$ cat src/mcd_map.svh
`ifndef MCD_MAP_SVH
`define MCD_MAP_SVH
`define MCD_ADDR_STATUS      7'h03
`define MCD_ADDR_POWER_DOWN_TRIGGER       7'h0A
`define MCD_IRQ_VECTOR       11'h001
`define MCD_RESET_VECTOR     11'h000
`define MCD_CFG_DEFAULT      14'h3FFF
`define MCD_ROM_PROTECT_VAL  14'h3FFF
`define MCD_CFG_PROTECT_BIT  13
`define MCD_CFG_CSS_HI       6
`define MCD_CFG_CSS_LO       5
`define MCD_CFG_LVS_HI       4
`define MCD_CFG_LVS_LO       0
`define MCD_ST_BANK          4
`define MCD_ST_Z             2
`define MCD_ST_DC            1
`define MCD_ST_C             0
`define MCD_STATUS_RESET     8'h00
`define MCD_STATUS_WMASK     8'h17
`define MCD_STACK_DEPTH      6
`define MCD_WDT_BITS         21
`define MCD_OSC_MHZ_STAB     10
`define MCD_STAB_US          2500
`define MCD_CLK_MHZ          250
`define MCD_STAB_CYCLES      (`MCD_STAB_US * `MCD_OSC_MHZ_STAB)
`define MCD_IRQ_SRC          5
`define MCD_OP_WATCHDOG_CLEAR_OP        14'h0089
`define MCD_OP_SLEEP         14'h008A
`define MCD_OP_RET           14'h0040
`define MCD_OP_INTERRUPT_RETURN_OP          14'h0060
`define MCD_OP_CLRW          14'h0140
`define MCD_PFX_ADD_FILE_OP        6'h07
`define MCD_PFX_ADD_LITERAL_OP        6'h1C
`define MCD_PFX_RETURN_LITERAL_OP        6'h18
`define MCD_PFX_MOVLW        6'h19
`define MCD_PFX_BTFSC        5'h0A
`define MCD_PFX_BTFSS        5'h0B
`define MCD_PFX_DECFSZ       6'h0B
`define MCD_PFX_INCFSZ       6'h0F
`define MCD_PFX_MOVWF        7'h01
`endif

$ cat src/mcd_pkg.sv
package mcd_pkg;
	typedef enum logic [1:0] {
		MCD_CLK_XTAL,
		MCD_CLK_EXT_RC,
		MCD_CLK_RC_SLOW,
		MCD_CLK_RC_FAST
	} mcd_clk_src_t;
	typedef enum logic [2:0] {
		MCD_DST_NONE,
		MCD_DST_ACC,
		MCD_DST_FILE
	} mcd_dst_t;
	typedef enum {
		MCD_S_STAB,
		MCD_S_RUN,
		MCD_S_SLEEP
	} mcd_state_t;
endpackage

$ cat src/mcd_stack.sv
`timescale 1ns/1ps
`include "mcd_map.svh"
module mcd_stack (
	input  wire logic        clk,      // core clock
	input  wire logic        rst,      // sync reset
	input  wire logic        push,     // push request
	input  wire logic        pop,      // pop request
	input  wire logic [10:0] push_data, // return address
	output logic      [10:0] stack_top  // registered top entry
);
	logic [10:0] ent_r   [`MCD_STACK_DEPTH];
	logic [10:0] ent_nxt [`MCD_STACK_DEPTH];
	genvar g;
	// a full stack wraps by dropping the oldest entry, as the hardware has no overflow flag
	generate
		for (g = 0; g < `MCD_STACK_DEPTH; g++) begin : g_ent
			always_comb begin
				ent_nxt[g] = ent_r[g];
				if (push)
					ent_nxt[g] = (g == 0) ? push_data : ent_r[(g == 0) ? 0 : g - 1];
				else if (pop)
					ent_nxt[g] = (g == `MCD_STACK_DEPTH - 1) ? 11'h000 : ent_r[(g == `MCD_STACK_DEPTH - 1) ? g : g + 1];
			end
			always_ff @(posedge clk) begin
				if (rst)
					ent_r[g] <= 11'h000;
				else
					ent_r[g] <= ent_nxt[g];
			end
		end
	endgenerate
	assign stack_top = ent_r[0];
endmodule // mcd_stack

$ cat src/mcd_wdt.sv
`timescale 1ns/1ps
`include "mcd_map.svh"
module mcd_wdt #(
	parameter logic [21:0] LIMIT = 22'h200000 // oscillator cycles before overflow
) (
	input  wire logic clk,      // core clock
	input  wire logic rst,      // sync reset
	input  wire logic osc_tick, // one pulse per oscillator cycle
	input  wire logic kick,     // clear-and-enable instruction
	input  wire logic halted,   // power-down, no counting
	output logic      expire    // one-cycle overflow pulse
);
	logic        en_r,  en_nxt;
	logic [21:0] cnt_r, cnt_nxt;
	logic        exp_r, exp_nxt;
	always_comb begin
		en_nxt  = en_r;
		cnt_nxt = cnt_r;
		exp_nxt = 1'b0;
		if (kick) begin
			en_nxt  = 1'b1; // RULE6
			cnt_nxt = 22'h000000; // RULE6
		end else if (en_r && !halted && osc_tick) begin // RULE8
			if (cnt_r == LIMIT - 22'h000001) begin
				exp_nxt = 1'b1; // RULE7
				cnt_nxt = 22'h000000;
			end else
				cnt_nxt = cnt_r + 22'h000001;
		end
	end
	always_ff @(posedge clk) begin
		if (rst) begin
			en_r  <= 1'b0; // RULE6
			cnt_r <= 22'h000000;
			exp_r <= 1'b0;
		end else begin
			en_r  <= en_nxt;
			cnt_r <= cnt_nxt;
			exp_r <= exp_nxt;
		end
	end
	assign expire = exp_r;
	chk_wdt_off_reset: assert property (@(posedge clk) $past(rst) |-> !en_r) // RULE6
		else $error("watchdog enabled right after reset");
	chk_wdt_halt_hold: assert property (@(posedge clk) disable iff (rst) halted && !kick |=> $stable(cnt_r)) // RULE8
		else $error("watchdog counted in power-down");
endmodule // mcd_wdt

$ cat src/mcd_core.sv
`timescale 1ns/1ps
`include "mcd_map.svh"
// Contract
// RULE1: five interrupt sources, one vector; each has its own enable and own flag.
// RULE2: no hardware priority among sources; firmware orders pending ones.
// RULE3: pending enabled interrupt taken at instruction end as call to 0001, inhibit set.
// RULE4: inhibit clears one instruction after interrupt return; one main instruction runs.
// RULE5: flags set on edges and held until firmware clears them.
// RULE6: watchdog off after reset; clear instruction zeroes and enables it.
// RULE7: enabled watchdog resets chip after 2^21 oscillator cycles without clear.
// RULE8: watchdog frozen in power-down, never a wake source.
// RULE9: sleep instruction enters power-down, oscillator and peripherals stop.
// RULE10: power-down ends on reset or enabled external irq a/b, after stabilisation.
// RULE11: any write to address 0AH enters power-down like sleep.
// RULE12: power-on loads defaults; clock source and brown-out level from config word.
// RULE13: execution held about 2.5 ms after oscillator start.
// RULE14: config word at virtual 2000H, programmer-only, default 3FFFh.
// RULE15: config bit 13 zero makes every external ROM read return 3FFFh.
// RULE16: config bits 6-5 select crystal, external RC, slow or fast internal RC.
// RULE17: config bits 4-0 pick brown-out threshold; reset held while supply low.
// RULE18: each instruction is one 14-bit word with opcode and operand fields.
// RULE19: byte-op destination bit 0 writes accumulator, 1 writes file register.
// RULE20: top bits split byte, bit/literal, call and jump forms; 11-bit targets.
// RULE21: add-literal adds 8-bit literal to accumulator, updates C, DC, Z.
// RULE22: add-file adds accumulator and file, stores per d, updates C, DC, Z.
// RULE23: six-entry 11-bit stack; call and interrupt push, returns pop.
// RULE24: call pushes next address before loading 11-bit target.
// RULE25: flag-affecting write to status does not overwrite Z, DC, C.
// RULE26: call, jump, returns take two cycles; taken skip adds a no-op cycle.
module mcd_core #(
	parameter int STAB_CYCLES = `MCD_STAB_CYCLES // oscillator settle time in oscillator cycles
) (
	input  wire logic        clk,                    // 250 MHz core clock
	input  wire logic        rst,                    // power-on reset, sync high
	input  wire logic        osc_tick,               // one pulse per oscillator cycle
	input  wire logic        brownout_reset,         // supply below selected level
	input  wire logic [13:0] config_word,            // programmed option word
	input  wire logic        config_wr,              // programming system write strobe
	input  wire logic [13:0] rom_data,               // program word at rom_addr
	output logic      [10:0] rom_addr,               // program counter
	input  wire logic        ext_rom_rd,             // external read of program memory
	output logic      [13:0] ext_rom_data,           // ROM data seen externally
	input  wire logic [4:0]  irq_event,              // source edges, [0]=ext a, [1]=ext b
	input  wire logic [4:0]  irq_flag_clr,           // firmware flag clears
	input  wire logic [4:0]  irq_enable_reg,         // per-source enables
	output logic      [4:0]  irq_flags,              // sticky source flags
	input  wire logic [7:0]  file_rd_data,           // addressed file register
	output logic      [6:0]  file_addr,              // file register address
	output logic      [7:0]  file_wr_data,           // write data
	output logic             file_wr,                // file write strobe
	output logic      [7:0]  acc,                    // accumulator
	output logic      [7:0]  alu_flags_and_bank,     // status register
	output logic      [1:0]  clock_source_select,    // hi, lo
	output logic      [4:0]  brownout_level_select,  // threshold code
	output logic             osc_run,                // oscillator enabled
	output logic             core_hold,              // execution stalled
	output logic             chip_reset              // internal reset out
);
	logic [13:0] cfg_r, cfg_nxt;
	logic [10:0] pc_r, pc_nxt;
	logic [13:0] ir_r, ir_nxt;
	logic        flush_r, flush_nxt;
	logic [7:0]  acc_r, acc_nxt;
	logic [7:0]  st_r, st_nxt;
	logic [4:0]  flg_r, flg_nxt;
	logic [4:0]  evt_r;
	logic        inh_r, inh_nxt;
	logic        interrupt_return_op_r, interrupt_return_op_nxt;
	logic [31:0] stab_r, stab_nxt;
	logic [13:0] xrd_r, xrd_nxt;
	mcd_pkg::mcd_state_t st_state_r, st_state_nxt;
	logic        phase_r;
	logic        irq_take, push, pop, wdt_kick, wdt_exp, sys_rst, halt;
	logic        q2;
	logic [8:0]  sum;
	logic [4:0]  lsum;
	logic [7:0]  opnd, bitmask;
	logic        skip;
	logic        is_add, is_add_literal_op, is_add_file_op, wr_file, wr_acc;
	logic [10:0] stop;
	assign sys_rst = rst | brownout_reset | wdt_exp; // RULE17
	assign halt    = st_state_r != mcd_pkg::MCD_S_RUN;
	// execute slot: phase_r alone stands for two clk cycles, the tick picks exactly one
	assign q2      = phase_r && osc_tick;
	mcd_stack u_stack (
		.clk       (clk),
		.rst       (sys_rst),
		.push      (push),
		.pop       (pop),
		// a preempted word never ran and is the return point, unless its slot was flushed
		.push_data (irq_take && !flush_r ? pc_r - 11'd1 : pc_r),
		.stack_top (stop)
	);
	mcd_wdt u_wdt (
		.clk      (clk),
		.rst      (sys_rst),
		.osc_tick (osc_tick),
		.kick     (wdt_kick),
		.halted   (halt), // RULE8
		.expire   (wdt_exp)
	);
	// config word survives brown-out and watchdog resets; power-on reset loads the default, else only the programming path changes it
	always_comb begin
		cfg_nxt = config_wr ? config_word : cfg_r; // RULE14
	end
	always_ff @(posedge clk) begin
		if (rst)
			cfg_r <= `MCD_CFG_DEFAULT; // RULE14
		else
			cfg_r <= cfg_nxt;
	end
	assign clock_source_select   = cfg_r[`MCD_CFG_CSS_HI:`MCD_CFG_CSS_LO]; // RULE16 RULE12
	assign brownout_level_select = cfg_r[`MCD_CFG_LVS_HI:`MCD_CFG_LVS_LO]; // RULE17 RULE12
	always_comb begin
		xrd_nxt = xrd_r;
		if (ext_rom_rd)
			xrd_nxt = cfg_r[`MCD_CFG_PROTECT_BIT] ? rom_data : `MCD_ROM_PROTECT_VAL; // RULE15
	end
	always_ff @(posedge clk) begin
		if (rst)
			xrd_r <= 14'h0000;
		else
			xrd_r <= xrd_nxt;
	end
	assign ext_rom_data = xrd_r;
	// interrupt flags: set wins over clear
	always_comb begin
		flg_nxt = (flg_r & ~irq_flag_clr) | (irq_event & ~evt_r); // RULE1 RULE5
	end
	always_ff @(posedge clk) begin
		if (sys_rst) begin
			flg_r <= 5'h00;
			evt_r <= 5'h00;
		end else begin
			flg_r <= flg_nxt;
			evt_r <= irq_event;
		end
	end
	assign irq_flags = flg_r;
	// decode: single OR of all enabled flags, no priority
	assign irq_take = q2 && st_state_r == mcd_pkg::MCD_S_RUN && !inh_r
		&& |(flg_r & irq_enable_reg); // RULE2 RULE3
	assign is_add_literal_op = ir_r[13:8] == `MCD_PFX_ADD_LITERAL_OP; // RULE21
	assign is_add_file_op = ir_r[13:8] == `MCD_PFX_ADD_FILE_OP; // RULE22
	assign is_add   = is_add_literal_op | is_add_file_op;
	assign opnd     = is_add_literal_op ? ir_r[7:0] : file_rd_data;
	assign sum      = {1'b0, acc_r} + {1'b0, opnd};
	assign lsum     = {1'b0, acc_r[3:0]} + {1'b0, opnd[3:0]};
	assign bitmask  = 8'h01 << ir_r[8:6];
	// bit forms carry a 6-bit address, byte forms a 7-bit one
	assign file_addr = (ir_r[13:12] == 2'b01) ? {1'b0, ir_r[5:0]} : ir_r[6:0]; // RULE18
	always_comb begin
		skip = 1'b0;
		case (ir_r[13:9]) // RULE26
			`MCD_PFX_BTFSC: skip = (file_rd_data & bitmask) == 8'h00;
			`MCD_PFX_BTFSS: skip = (file_rd_data & bitmask) != 8'h00;
			default:        skip = 1'b0;
		endcase
		if (ir_r[13:8] == `MCD_PFX_DECFSZ)
			skip = file_rd_data == 8'h01;
		if (ir_r[13:8] == `MCD_PFX_INCFSZ)
			skip = file_rd_data == 8'hFF;
	end
	assign wr_file = !flush_r && ((ir_r[13:12] == 2'b00 && ir_r[7]) && ir_r[13:8] != 6'h00
		|| ir_r[13:7] == `MCD_PFX_MOVWF); // RULE19
	assign wr_acc  = !flush_r && (is_add_literal_op || is_add_file_op && !ir_r[7]); // RULE19
	assign file_wr      = q2 && !halt && !irq_take && (wr_file || !flush_r && ir_r[13:7] == `MCD_PFX_MOVWF);
	assign file_wr_data = is_add_file_op ? sum[7:0] : acc_r;
	assign wdt_kick = q2 && !flush_r && !irq_take && ir_r == `MCD_OP_WATCHDOG_CLEAR_OP && !halt; // RULE6
	assign push = q2 && !halt && (irq_take || !flush_r && ir_r[13:12] == 2'b10); // RULE23 RULE24
	assign pop  = q2 && !halt && !flush_r && !irq_take && (ir_r == `MCD_OP_RET
		|| ir_r == `MCD_OP_INTERRUPT_RETURN_OP || ir_r[13:8] == `MCD_PFX_RETURN_LITERAL_OP); // RULE23
	always_comb begin
		pc_nxt       = pc_r;
		ir_nxt       = ir_r;
		flush_nxt    = flush_r;
		acc_nxt      = acc_r;
		st_nxt       = st_r;
		inh_nxt      = inh_r;
		interrupt_return_op_nxt     = interrupt_return_op_r;
		stab_nxt     = stab_r;
		st_state_nxt = st_state_r;
		case (st_state_r)
			mcd_pkg::MCD_S_STAB: begin
				if (osc_tick) begin
					if (stab_r == 32'd0)
						st_state_nxt = mcd_pkg::MCD_S_RUN; // RULE13
					else
						stab_nxt = stab_r - 32'd1;
				end
			end
			mcd_pkg::MCD_S_SLEEP: begin
				if (|(flg_r[1:0] & irq_enable_reg[1:0])) begin // RULE10
					st_state_nxt = mcd_pkg::MCD_S_STAB;
					stab_nxt     = STAB_CYCLES - 1;
				end
			end
			mcd_pkg::MCD_S_RUN: begin
				if (q2) begin
					// Q2: fetch next, execute latched word
					ir_nxt    = rom_data; // RULE18
					pc_nxt    = pc_r + 11'd1;
					flush_nxt = 1'b0;
					// a flushed slot is no instruction; the inhibit waits for one that really runs
					if (interrupt_return_op_r && !flush_r) begin
						inh_nxt  = 1'b0; // RULE4
						interrupt_return_op_nxt = 1'b0;
					end
					if (irq_take) begin
						pc_nxt    = `MCD_IRQ_VECTOR; // RULE3
						inh_nxt   = 1'b1; // RULE3
						flush_nxt = 1'b1;
					end else if (!flush_r) begin
						case (ir_r[13:12]) // RULE20
							2'b10, 2'b11: begin
								pc_nxt    = ir_r[10:0]; // RULE24
								flush_nxt = 1'b1; // RULE26
							end
							default: begin
								if (pop) begin
									pc_nxt    = stop;
									flush_nxt = 1'b1; // RULE26
									if (ir_r == `MCD_OP_INTERRUPT_RETURN_OP)
										interrupt_return_op_nxt = 1'b1; // RULE4
								end
								if (skip)
									flush_nxt = 1'b1; // RULE26
							end
						endcase
						if (ir_r[13:8] == `MCD_PFX_RETURN_LITERAL_OP || ir_r[13:8] == `MCD_PFX_MOVLW)
							acc_nxt = ir_r[7:0];
						if (ir_r == `MCD_OP_CLRW)
							acc_nxt = 8'h00;
						if (wr_acc)
							acc_nxt = sum[7:0]; // RULE21 RULE22
						if (file_wr && file_addr == `MCD_ADDR_STATUS)
							st_nxt = (file_wr_data & `MCD_STATUS_WMASK) | (st_r & ~`MCD_STATUS_WMASK);
						if (is_add) begin
							st_nxt[`MCD_ST_C]  = sum[8]; // RULE25
							st_nxt[`MCD_ST_DC] = lsum[4];
							st_nxt[`MCD_ST_Z]  = sum[7:0] == 8'h00;
						end
						if (ir_r == `MCD_OP_SLEEP || file_wr && file_addr == `MCD_ADDR_POWER_DOWN_TRIGGER)
							st_state_nxt = mcd_pkg::MCD_S_SLEEP; // RULE9 RULE11
					end
				end
			end
			default: st_state_nxt = mcd_pkg::MCD_S_STAB;
		endcase
	end
	always_ff @(posedge clk) begin
		if (sys_rst) begin
			pc_r       <= `MCD_RESET_VECTOR;
			ir_r       <= 14'h0000;
			flush_r    <= 1'b1;
			acc_r      <= 8'h00;
			st_r       <= `MCD_STATUS_RESET; // RULE12
			inh_r      <= 1'b0;
			interrupt_return_op_r     <= 1'b0;
			stab_r     <= STAB_CYCLES - 1; // RULE13
			st_state_r <= mcd_pkg::MCD_S_STAB;
			phase_r    <= 1'b0;
		end else begin
			pc_r       <= pc_nxt;
			ir_r       <= ir_nxt;
			flush_r    <= flush_nxt;
			acc_r      <= acc_nxt;
			st_r       <= st_nxt;
			inh_r      <= inh_nxt;
			interrupt_return_op_r     <= interrupt_return_op_nxt;
			stab_r     <= stab_nxt;
			st_state_r <= st_state_nxt;
			phase_r    <= (st_state_r == mcd_pkg::MCD_S_RUN && osc_tick) ? ~phase_r : phase_r;
		end
	end
	assign rom_addr           = pc_r;
	assign acc                = acc_r;
	assign alu_flags_and_bank = st_r;
	assign osc_run            = st_state_r != mcd_pkg::MCD_S_SLEEP; // RULE9
	assign core_hold          = halt;
	assign chip_reset         = sys_rst; // RULE7 RULE17
	chk_irq_vector_jump: assert property (@(posedge clk) disable iff (sys_rst) irq_take |=> pc_r == `MCD_IRQ_VECTOR && inh_r) // RULE3
		else $error("interrupt entry did not vector to 0001");
	chk_flag_sticky: assert property (@(posedge clk) disable iff (sys_rst) flg_r[1] && !irq_flag_clr[1] |=> flg_r[1]) // RULE5
		else $error("interrupt flag dropped without clear");
	chk_power_down_trigger_write: assert property (@(posedge clk) disable iff (sys_rst)
		file_wr && file_addr == `MCD_ADDR_POWER_DOWN_TRIGGER |=> st_state_r == mcd_pkg::MCD_S_SLEEP) // RULE11
		else $error("power-down write did not stop the core");
	chk_protect_read: assert property (@(posedge clk) disable iff (rst)
		ext_rom_rd && !cfg_r[`MCD_CFG_PROTECT_BIT] |=> ext_rom_data == `MCD_ROM_PROTECT_VAL) // RULE15
		else $error("protected ROM leaked");
	chk_call_push: assert property (@(posedge clk) disable iff (sys_rst)
		push && !irq_take |=> stop == $past(pc_r) && flush_r) // RULE24
		else $error("call pushed wrong address");
	chk_wake_source: assert property (@(posedge clk) disable iff (sys_rst)
		st_state_r == mcd_pkg::MCD_S_SLEEP && !(|(flg_r[1:0] & irq_enable_reg[1:0]))
		|=> st_state_r == mcd_pkg::MCD_S_SLEEP) // RULE10
		else $error("woke without external interrupt");
	chk_add_flags: assert property (@(posedge clk) disable iff (sys_rst)
		q2 && !halt && !flush_r && is_add_literal_op && !irq_take |=> st_r[`MCD_ST_C] == $past(sum[8])) // RULE21
		else $error("add carry wrong");
	chk_interrupt_return_op_inhibit: assert property (@(posedge clk) disable iff (sys_rst) interrupt_return_op_r |-> inh_r) // RULE4
		else $error("inhibit cleared too early");
endmodule // mcd_core

$ cat config.mk
export PLATFORM = sky130hd
export DESIGN_NAME = mcd_core
export DESIGN_NICKNAME = d
export VERILOG_FILES = /design/src/mcd_pkg.sv /design/src/mcd_stack.sv /design/src/mcd_wdt.sv /design/src/mcd_core.sv
export VERILOG_INCLUDE_DIRS = /design/src /design/src/src
export SDC_FILE = /design/constraint.sdc
export NUM_CORES = 1
export LEC_CHECK = 0
export BUFFER_PORTS_ARGS = -buffer_cell sky130_fd_sc_hd__clkbuf_2
export CAP_MARGIN = 20
export CORE_MARGIN = 1
export CORE_UTILIZATION = 40
export DETAILED_ROUTE_END_ITERATION = 10
export PLACE_DENSITY_LB_ADDON = 0.08
export SKIP_LAST_GASP = 1
export SLEW_MARGIN = 20
export SYNTH_ARGS = -nofsm -noshare
export SYNTH_HDL_FRONTEND = slang
export SYNTH_SLANG_ARGS = --single-unit
$ cat constraint.sdc
create_clock -name clk -period 8.75 [get_ports clk]
set_input_delay 0.4375 -clock clk [delete_from_list [all_inputs] [get_ports clk]]
set_output_delay 0.4375 -clock clk [all_outputs]
set_load 0.02 [all_outputs]
==> flow_summary.yaml, run 1 <==
run_status:
  status: "finished clean"
global_route:
  largest_net_degree_at_the_start_of_global_routing: 59
  grt_remaining_overflow: 0
  groute.usage.overall: 0.204
  first_pass_grt_wire_length_mm: 42.7
  first_global_vias: 8096
  grt_antenna_before_repair: 0
die:
  dieArea_um2: 25700
  initial_core_utilization: 0.410
  dieWidth_um: 160
  chipHeight_um: 160
  ios: 129
  floorplan.core_area_um2: 24500
  std_cell_rows: 57
synth:
  yosys-top-cells-area: "sky130_fd_sc_hd__dfxtp_1 (39%), sky130_fd_sc_hd__nand2_1 (4.9%), sky130_fd_sc_hd__a21oi_1 (4.7%)"
  synth_most_common_cell: "sky130_fd_sc_hd__dfxtp_1"
  main_combinational_cell_family_by_area_after_synthesis: "simple AND/OR/NAND/NOR gates"
  synth-seq-cells: 197
  synth.top_cell.area_share: 0.394
  yosys-mux-area-fraction: 0.0403
  post_synthesis_cell_area_um2: 10000
  post_synth_inst_count: 1205
  synth_top_area_cell: "sky130_fd_sc_hd__dfxtp_1"
  yosys-top-cells-count: "sky130_fd_sc_hd__dfxtp_1 (197), sky130_fd_sc_hd__nand2_1 (131), sky130_fd_sc_hd__nor2_1 (125)"
  fraction_of_the_mapped_netlist_area_in_simple_logic_gates: 0.245
  synth_compound_gate_area_share: 0.185
  synthesis.area_per_instance_um2: 8.32
  post_synth_xor_area_fraction: 0.0568
  synth_edf_count: 0
  synth-adder-area-share: 0.0195
  async_flop_share: 0
  synth.lib_cells_used.distinct: 81
  synth_top_flop_cell: "sky130_fd_sc_hd__dfxtp_1"
  synth-seq-area-share: 0.394
  yosys_synthesis_warning_count: 0
final_layout:
  layout-drive-gt1-share: 0.166
  area_growth_syn_to_layout_pct: 12.1
  nFillCells: 2457
  final_design_area_no_fill_um2: 11200
  antenna_diode_count: 0
  layout.nets: 1332
sta:
  finalSetupViolations: 0
  worstMarginPinSlew_ns: 1.10
  rsz0062_at_grt: "no"
  final_max_slew_viol_count: 0
  timing_hold_violations_final: 0
  final.setup.tns_ns: 0
  max_freq_mhz: 216
  fin_crit_ns: 4.63
  period_share: 0.529
  timing.max_slew.rel_slack: 0.268
  clock-skew-final_ns: 0.0183
drt:
  detailroute.via_count: 8723
  avgRoutedWirePerCell_um: 16.2
  drt.antenna.violating_nets: 0
  detail_route.wirelength_mm: 25.9
  post_drt_via_cell_ratio: 5.46
  drtIter0Drc: 449
  first_pass_iters: 5
  drt_drc_violations_left: 0
setup_path:
  reg2reg_setup_slack_ns: 4.57
  critical_path_arrival_ns: 4.19
  ff2ff_path_depth: 12
  path_class: "reg2out"
  worstSetupStartpointType: "flip-flop"
  crit-reg2reg-launch: "ir_r[13]"
  end_kind: "output pin"
  worst_r2r_endpoint: "alu_flags_and_bank[2]"
  critPathRequiredTime_ns: 8.31
  crit_path_max_fanout: 25
clock_tree:
  cts.reportedPaths.clkPinSlew_ns: 0.09
  cts_setup_buffers: 0
  cts_root_buffer: "sky130_fd_sc_hd__clkbuf_16"
  post_cts.resized_instances: 0
  cts.sinks: 197
  clockBufferDepth: 2
  worst_skew_pair.late_latency_ns: 0.44
  cts_hold_buf: 0
  tritoncts: "done"
  clock_buffer_count_from_cts: 17
  htreeDepth: 4
place:
  routabilityCongestion: 0.859
  port_buffers: 118
  place_area_um2: 10600
  detailed_place_hpwl_mm: 17.4
power:
  power_density_nw_per_um2: 159
  total_leakage_power_nw: 4.11
  irDropWorstVdd_mv: 0.0955
hold_path:
  min-delay-start: "config_word[0]"
  hold_path_depth: 2
  hp-class: "in2reg"
  worstHoldEndpoint: "cfg_r[0]"
run:
  maxCapViolCount: 0
[how the worst max path moves through the flow]
stage	from	end	depth (start not counted)
2_1_floorplan	ir_r[13]	file_wr_data[6]	12
3_3_place_gp	ir_r[13]	file_wr_data[4]	11
3_5_place_dp	ir_r[13]	file_wr_data[6]	11
4_1_cts	ir_r[13]	file_wr_data[6]	11
5_1_grt	ir_r[13]	file_wr_data[6]	11
6_report	ir_r[13]	file_wr_data[6]	11
[stage by stage]
step	hold slack [ns]	power [W]	worst slack, ns	std cells	utilization
floorplan	0.432	0.000991	5.30	1208	-
global placement	0.445	0.00102	4.65	1565	0.435
finish	0.191	0.00179	4.12	1597	0.459
CTS	0.172	0.00181	4.12	1597	0.459
global route	0.175	0.00186	3.78	1597	0.459
detailed placement	0.451	0.00102	4.61	1565	0.435
[state kept, by name, summed over array words and instances (netlist names)]
name / flops
u_stack.ent_r: 66
ir_r: 14
rom_addr: 11
flush_r: 1
stab_r: 32
st_state_r: 2
acc: 8
u_wdt.en_r: 1
interrupt_return_op_r: 1
irq_flags: 5
phase_r: 1
u_wdt.expire: 1
u_wdt.cnt_r: 22
cfg_r: 8
ext_rom_data: 14
evt_r: 5
alu_flags_and_bank: 4
inh_r: 1
[critical path, stage by stage (launching register included)]
cell and delay [ns]:
sky130_fd_sc_hd__dfxtp_1 0.60, sky130_fd_sc_hd__nor2b_1 0.45, sky130_fd_sc_hd__nand4_1 0.47, sky130_fd_sc_hd__mux2_2 0.38, sky130_fd_sc_hd__ha_1 0.16, sky130_fd_sc_hd__inv_1 0.06
sky130_fd_sc_hd__fa_1 0.40, sky130_fd_sc_hd__nand2b_1 0.17, sky130_fd_sc_hd__a21oi_1 0.37, sky130_fd_sc_hd__o32ai_1 0.24, sky130_fd_sc_hd__o31ai_1 0.23, sky130_fd_sc_hd__clkbuf_2 0.21
[power by group]
part	total, W	internal [W]	leakage (nW)	switching, W
Clock	0.000784	0.000391	0.290	0.000393
Combinational	0.0000903	0.0000317	2.23	0.0000586
Sequential	0.000912	0.000905	1.59	0.00000610
Total	0.00179	0.00133	4.11	0.000458
[kinds of logic (layout without fill, tap and decap cells)]
kind of cell,count (synthesis),count (layout)
muxes,34,34
xor gates and xnor gates,65,65
other,1,4
buffers and inverters,125,190
AOI/OAI and AO/OA,277,277
and+or+nand+nor,491,491
adders and majority gates,15,15
DFF,197,197
[area by class of cell]
| cell class | count | area (um2) | share of cell area |
|---|---|---|---|
| multi-input combinational | 886 | 5500 | 0.490 |
| clock buffer | 18 | 439 | 0.0391 |
| clock inverter | 14 | 153 | 0.0136 |
| tap | 324 | 405 | 0.0361 |
| sequential | 197 | 3940 | 0.351 |
| timing repair buffer | 129 | 673 | 0.0600 |
| inverter | 29 | 110 | 0.00981 |
[cells in the final DEF (no fill, tap or decap), types with 8 or more instances in the layout]
cell type and count:
sky130_fd_sc_hd__buf_4 11, sky130_fd_sc_hd__or3_1 8, sky130_fd_sc_hd__nand3_1 48, sky130_fd_sc_hd__o21ai_0 24
sky130_fd_sc_hd__inv_1 28, sky130_fd_sc_hd__dfxtp_1 197, sky130_fd_sc_hd__mux2i_1 13, sky130_fd_sc_hd__o22ai_1 28
sky130_fd_sc_hd__clkbuf_16 17, sky130_fd_sc_hd__xnor2_1 30, sky130_fd_sc_hd__o211ai_1 12, sky130_fd_sc_hd__and3_1 8
sky130_fd_sc_hd__a311oi_1 16, sky130_fd_sc_hd__nor3_1 46, sky130_fd_sc_hd__nor2_1 125, sky130_fd_sc_hd__mux2_2 15
sky130_fd_sc_hd__nor4_1 9, sky130_fd_sc_hd__nand2_1 131, sky130_fd_sc_hd__ha_1 14, sky130_fd_sc_hd__a22oi_1 24
sky130_fd_sc_hd__a21oi_1 94, sky130_fd_sc_hd__nor2b_1 16, sky130_fd_sc_hd__or4_1 8, sky130_fd_sc_hd__a211o_1 11
sky130_fd_sc_hd__a211oi_1 16, sky130_fd_sc_hd__and2_1 11, sky130_fd_sc_hd__nand4_1 15, sky130_fd_sc_hd__nand2b_1 23
sky130_fd_sc_hd__xor2_1 35, sky130_fd_sc_hd__clkbuf_2 118
[metal layers]
layer	share of wire	global-route usage	vias to the layer above
li1	-	-	4394
met1	0.50	0.285	4048
met2	0.43	0.314	242
met3	0.059	0.0413	39
met4	0.016	0.0632	0
met5	0	0	-
No activity file was read; power rests on OpenSTA's default activity.
==> run 2, diff against run 1 <==
==> constraint.sdc (replaced) <==
create_clock -name clk -period 3.75 [get_ports clk]
set_input_delay 0.1875 -clock clk [delete_from_list [all_inputs] [get_ports clk]]
set_output_delay 0.1875 -clock clk [all_outputs]
set_load 0.02 [all_outputs]
==> run 2 against run 1 <==
Compared with the run above: cell count rose by 2.8%; hold slack got worse by 0.17 ns; critical endpoint unchanged; sequential power rose by 130%; utilization rose by 1.8 points; count of clock-buffer cells in the layout fell by 1; die area did not move; worst setup slack got worse by 3.9 ns; via count rose by 0.70%; clock power rose by 140%.
==> flow_summary.yaml, run 2 (synthesis gave the netlist of run 1 again) <==
run_status:
  status: "finished clean"
clock_tree:
  clock_buffer_count_from_cts: 17
  clockBufferDepth: 2
  worst_skew_pair.late_latency_ns: 0.44
  cts.sinks: 197
  cts.reportedPaths.clkPinSlew_ns: 0.07
  cts_setup_buffers: 0
  htreeDepth: 4
  tritoncts: "done"
  cts_root_buffer: "sky130_fd_sc_hd__clkbuf_16"
global_route:
  grt_remaining_overflow: 0
  grt_antenna_before_repair: 0
  first_pass_grt_wire_length_mm: 44.0
  largest_net_degree_at_the_start_of_global_routing: 63
  first_global_vias: 8490
  groute.usage.overall: 0.209
setup_path:
  worstSetupStartpointType: "flip-flop"
  reg2reg_setup_slack_ns: 0.58
  crit-reg2reg-launch: "ir_r[9]"
  critPathRequiredTime_ns: 3.56
  ff2ff_path_depth: 14
  critical_path_arrival_ns: 3.33
  path_class: "reg2out"
  worst_r2r_endpoint: "alu_flags_and_bank[2]"
  crit_path_max_fanout: 11
  end_kind: "output pin"
die:
  ios: 129
  std_cell_rows: 57
  chipHeight_um: 160
  floorplan.core_area_um2: 24500
  dieWidth_um: 160
  dieArea_um2: 25700
  initial_core_utilization: 0.410
sta:
  max_freq_mhz: 284
  final.setup.tns_ns: 0
  final_max_slew_viol_count: 0
  rsz0062_at_grt: "no"
  clock-skew-final_ns: 0.0147
  fin_crit_ns: 3.52
  timing.max_slew.rel_slack: 0.237
  finalSetupViolations: 0
  whs_ns: 0.0165
  timing_hold_violations_final: 0
  period_share: 0.937
  worstMarginPinSlew_ns: 1.14
drt:
  detail_route.wirelength_mm: 26.3
  drt.antenna.violating_nets: 0
  first_pass_iters: 5
  detailroute.via_count: 8784
  post_drt_via_cell_ratio: 5.35
  drt_drc_violations_left: 0
  drtIter0Drc: 456
  avgRoutedWirePerCell_um: 16.0
final_layout:
  antenna_diode_count: 0
  final_common_cell: "sky130_fd_sc_hd__dfxtp_1"
  layout-drive-gt1-share: 0.172
  top_register: "u_stack.ent_r"
  final_design_area_no_fill_um2: 11700
  layout.cells.most_common_list: "sky130_fd_sc_hd__dfxtp_1 (196), sky130_fd_sc_hd__nand2_1 (131), sky130_fd_sc_hd__nor2_1 (125)"
  top_regs: "u_stack.ent_r (66), stab_r (32), u_wdt.cnt_r (22)"
  max_reg_flops: 66
  area_growth_syn_to_layout_pct: 16.5
  layout.nets: 1377
power:
  power_density_nw_per_um2: 367
  total_leakage_power_nw: 4.33
  irDropWorstVdd_mv: 0.235
run:
  maxCapViolCount: 0
hold_path:
  min-delay-start: "irq_flag_clr[4]"
  hold_path_depth: 3
  worstHoldEndpoint: "irq_flags[4]"
  hp-class: "in2reg"
place:
  routabilityCongestion: 0.870
  port_buffers: 118
  place_area_um2: 10700
  detailed_place_hpwl_mm: 17.8
run 2: cell count changes in the layout (fill, tap and decap cells not counted), sizes merged:
cell	change
clkinv	-3
bufinv	+2
buf	+14
dlygate4sd3	+31
clkbuf	-1
inv	+2
run 2: critical path, cell delays in order, from the launching register on:
cell                       delay (ns)
sky130_fd_sc_hd__dfxtp_2         0.40
sky130_fd_sc_hd__nor2b_1         0.20
sky130_fd_sc_hd__nand4_1         0.11
sky130_fd_sc_hd__buf_4           0.21
sky130_fd_sc_hd__mux2_2          0.23
sky130_fd_sc_hd__ha_1            0.15
sky130_fd_sc_hd__inv_1           0.05
sky130_fd_sc_hd__fa_1            0.39
sky130_fd_sc_hd__nand2b_1        0.18
sky130_fd_sc_hd__a21oi_1         0.19
sky130_fd_sc_hd__buf_4           0.16
sky130_fd_sc_hd__o32ai_1         0.11
sky130_fd_sc_hd__o31ai_1         0.27
sky130_fd_sc_hd__clkbuf_2        0.23
run 2: metal layers:
metal / global-route usage / wire [um]
met1: 0.291 / 13300
met2: 0.330 / 11700
met3: 0.0392 / 1140
met4: 0.0515 / 245
met5: 0 / 0
run 2: timing repair:
item                                   4_1_cts  5_1_grt
resized for setup                            0        3
hold buffers                                31        0
endpoints found under the hold margin       44        0
setup endpoints to repair                    0        2
run 2: power breakdown:
group	switching, W	total (W)	internal (W)
Clock	0.000903	0.00192	0.00102
Sequential	0.0000149	0.00213	0.00211
Combinational	0.000142	0.000237	0.0000955
run 2: how the worst max path moves through the flow:
stage	from	end	slack [ns]	cells after the start
5_1_grt	ir_r[8]	file_wr_data[7]	0.06	11
3_3_place_gp	ir_r[12]	file_wr_data[4]	0.58	12
6_report	ir_r[12]	file_wr_data[6]	0.23	13
3_5_place_dp	ir_r[12]	file_wr_data[4]	0.55	12
4_1_cts	ir_r[12]	file_wr_data[4]	0.06	12
2_1_floorplan	ir_r[13]	alu_flags_and_bank[4]	0.48	14
run 2: final cells by class:
class	count	area (um2)
flip-flops and latches	197	3950
fillers	2428	12800
inverters	29	110
repair buffers	174	1090
well taps	324	405
multi-input cells	886	5510
clock inverters	15	181
clock buffers	17	425
run 2: stage by stage:
step / std cells / util / power (W) / setup WS (ns)
5_1_grt: 1642 / 0.477 / 0.00445 / 0.0565
2_1_floorplan: 1208 / - / 0.00231 / 0.482
4_1_cts: 1642 / 0.477 / 0.00433 / 0.0561
6_report: 1642 / 0.477 / 0.00428 / 0.235
3_3_place_gp: 1579 / 0.439 / 0.00239 / 0.577
3_5_place_dp: 1579 / 0.439 / 0.00239 / 0.552
==> run 3, diff against run 2 <==
--- a/config.mk
+++ b/config.mk
@@ -9,11 +9,12 @@
 export BUFFER_PORTS_ARGS = -buffer_cell sky130_fd_sc_hd__clkbuf_2
 export CAP_MARGIN = 20
 export CORE_MARGIN = 1
-export CORE_UTILIZATION = 40
+export CORE_UTILIZATION = 52
 export DETAILED_ROUTE_END_ITERATION = 10
 export PLACE_DENSITY_LB_ADDON = 0.08
 export SKIP_LAST_GASP = 1
 export SLEW_MARGIN = 20
 export SYNTH_ARGS = -nofsm -noshare
 export SYNTH_HDL_FRONTEND = slang
+export SYNTH_HIERARCHICAL = 1
 export SYNTH_SLANG_ARGS = --single-unit
==> run 3 against run 2 <==
Compared with the run above: worst setup slack got worse by 0.067 ns; critical path type is now reg2reg; total power rose by 2.0%; design area rose by 2.9%; maximum frequency fell by 1.9%; global-route usage rose by 4.5 points; critical path depth fell by 2; die area fell by 19%.
==> flow_summary.yaml, run 3 <==
run_status:
  status: "finished clean"
synth:
  async_flop_share: 0
  synth_top_flop_cell: "sky130_fd_sc_hd__dfxtp_1"
  synth_edf_count: 0
  post_synth_inst_count: 1205
  synth_most_common_cell: "sky130_fd_sc_hd__dfxtp_1"
  synth.top_cell.area_share: 0.374
  yosys_synthesis_warning_count: 6
  synth_top_area_cell: "sky130_fd_sc_hd__dfxtp_1"
  synthesis.area_per_instance_um2: 8.75
  yosys-top-cells-area: "sky130_fd_sc_hd__dfxtp_1 (37%), sky130_fd_sc_hd__mux2i_1 (6.5%), sky130_fd_sc_hd__a211oi_1 (4.8%)"
  synth.lib_cells_used.distinct: 88
  synth-seq-area-share: 0.374
  yosys-top-cells-count: "sky130_fd_sc_hd__dfxtp_1 (197), sky130_fd_sc_hd__nor2_1 (92), sky130_fd_sc_hd__nand2_1 (89)"
  post_synthesis_cell_area_um2: 10500
  synth-seq-cells: 197
die:
  dieWidth_um: 144
  initial_core_utilization: 0.537
  chipHeight_um: 144
  floorplan.core_area_um2: 19700
  dieArea_um2: 20900
  std_cell_rows: 51
  ios: 129
drt:
  avgRoutedWirePerCell_um: 16.3
  detailroute.via_count: 8873
  drt.antenna.violating_nets: 0
  detail_route.wirelength_mm: 25.6
  drt_drc_violations_left: 0
  post_drt_via_cell_ratio: 5.64
  drtIter0Drc: 635
  first_pass_iters: 4
power:
  power_density_nw_per_um2: 364
  report.power.total_w: 0.00437
  irDropWorstVdd_mv: 0.344
  seq_power_share: 0.487
  total_leakage_power_nw: 4.36
  swShare: 0.245
  internal_power_w: 0.00330
  power.combinational.fraction: 0.058
  clockPowerShare: 0.456
  switchingPower_w: 0.00107
final_layout:
  multiInputGateArea_um2: 5840
  layout.nets: 1368
  top_regs: "u_stack/ent_r (66), stab_r (32), u_wdt/cnt_r (22)"
  layout.area.seq_um2: 3940
  final_common_cell: "sky130_fd_sc_hd__dfxtp_1"
  layout-drive-gt1-share: 0.170
  area_growth_syn_to_layout_pct: 13.9
  antenna_diode_count: 0
  layout.cells.most_common_list: "sky130_fd_sc_hd__dfxtp_1 (197), sky130_fd_sc_hd__clkbuf_2 (118), sky130_fd_sc_hd__nor2_1 (92)"
  top_register: "u_stack/ent_r"
  max_reg_flops: 66
  nFillCells: 1789
sta:
  rsz0062_at_grt: "no"
  final.setup.tns_ns: 0
  layout_setup_ws_ns: 0.168
  max_freq_mhz: 279
  timing.max_slew.rel_slack: 0.248
  clock-skew-final_ns: 0.0122
  finalSetupViolations: 0
  worstMarginPinSlew_ns: 1.10
  period_share: 0.955
  fin_crit_ns: 3.58
  timing_hold_violations_final: 0
  final_max_slew_viol_count: 0
global_route:
  groute.usage.overall: 0.254
  grt_remaining_overflow: 0
  grt_antenna_before_repair: 0
  first_global_vias: 8315
  largest_net_degree_at_the_start_of_global_routing: 63
  first_pass_grt_wire_length_mm: 42.1
clock_tree:
  tritoncts: "done"
  worst_skew_pair.late_latency_ns: 0.45
  cts_root_buffer: "sky130_fd_sc_hd__clkbuf_16"
  clock_buffer_count_from_cts: 17
  clockBufferDepth: 2
  cts.reportedPaths.clkPinSlew_ns: 0.08
  htreeDepth: 4
  cts.sinks: 197
place:
  port_buffers: 118
  routabilityCongestion: 0.880
  detailedPlace.worstSlack_ns: 0.251
  detailed_place_hpwl_mm: 16.9
hold_path:
  hp-class: "in2reg"
run:
  maxCapViolCount: 0
setup_path:
  crit_path_max_fanout: 10
  worstSetupStartpointType: "flip-flop"
  path_class: "reg2reg"
  critPathRequiredTime_ns: 4.13
  critical_path_arrival_ns: 3.96
  end_kind: "flip-flop"
[run 3: metrics by stage]
| step | std cells | cell area, um2 | hold WS (ns) | util |
|---|---|---|---|---|
| after floorplan | 1208 | 10600 | 0.286 | - |
| after global placement | 1510 | 11100 | 0.392 | 0.563 |
| after detailed placement | 1510 | 11100 | 0.399 | 0.563 |
| after CTS | 1574 | 12000 | 0.0909 | 0.611 |
| after global routing | 1574 | 12000 | 0.105 | 0.611 |
| final | 1574 | 12000 | 0.105 | 0.611 |
[run 3: power groups by stage]
stage                     sequential [W]  clock [W]  combinational, W
after floorplan                  0.00219          0          0.000128
final                            0.00213    0.00199          0.000251
after global placement           0.00217          0          0.000220
after global routing             0.00213    0.00212          0.000272
after detailed placement         0.00217          0          0.000221
after CTS                        0.00213    0.00203          0.000248
[run 3: logic make-up after synthesis]
logic type,count (synthesis),synth area share
AO/OA/AOI/OAI,263,0.172
XOR/XNOR,55,0.0457
adder cells (fa/ha/maj),15,0.0185
buffers and inverters,144,0.0754
flip-flops,197,0.374
multiplexers,82,0.0816
other,1,0.000356
AND/OR/NAND/NOR,448,0.233
[run 3: worst paths after layout]
path,from,end,slack [ns],depth (start not counted)
max,ir_r[8],alu_flags_and_bank[2],0.17,11
min,brownout_reset,irq_flags[2],0.11,4
max reg2reg,ir_r[8],alu_flags_and_bank[2],0.17,11
min reg2reg,alu_flags_and_bank[0],alu_flags_and_bank[0],0.45,2
[run 3: worst max-delay path: stages, from the launching register on]
cell	delay, ns
sky130_fd_sc_hd__dfxtp_1	0.42
sky130_fd_sc_hd__nor4b_1	0.33
sky130_fd_sc_hd__nand3_1	0.23
sky130_fd_sc_hd__mux2_2	0.29
sky130_fd_sc_hd__ha_1	0.15
sky130_fd_sc_hd__inv_1	0.05
sky130_fd_sc_hd__fa_1	0.40
sky130_fd_sc_hd__xnor2_1	0.17
sky130_fd_sc_hd__or3b_2	0.48
sky130_fd_sc_hd__nor4_1	0.34
sky130_fd_sc_hd__or4b_1	0.51
sky130_fd_sc_hd__a21oi_1	0.15
[run 3: cell type report]
| type | count | area share |
|---|---|---|
| sequential | 197 | 0.328 |
| clock buffer | 17 | 0.0354 |
| timing repair buffer | 176 | 0.0931 |
| clock inverter | 15 | 0.0174 |
| tap | 265 | 0.0276 |
| inverter | 37 | 0.0120 |
| multi-input combinational | 867 | 0.486 |
[run 3: per-layer routing]
| layer | global-route usage | wire [um] | up-vias |
|---|---|---|---|
| met4 | 0.0825 | 455 | 0 |
| met2 | 0.404 | 11600 | 197 |
| met1 | 0.341 | 12400 | 4136 |
| met5 | 0 | 0 | - |
| met3 | 0.0530 | 1090 | 37 |
| li1 | - | - | 4503 |
[run 3: what timing repair did]
action | CTS | global route
endpoints found under the hold margin | 43 | 0
setup buffers | 0 | 0
hold buffers | 32 | 0
resized for setup | 0 | 1
endpoints found under the setup margin | 0 | 2
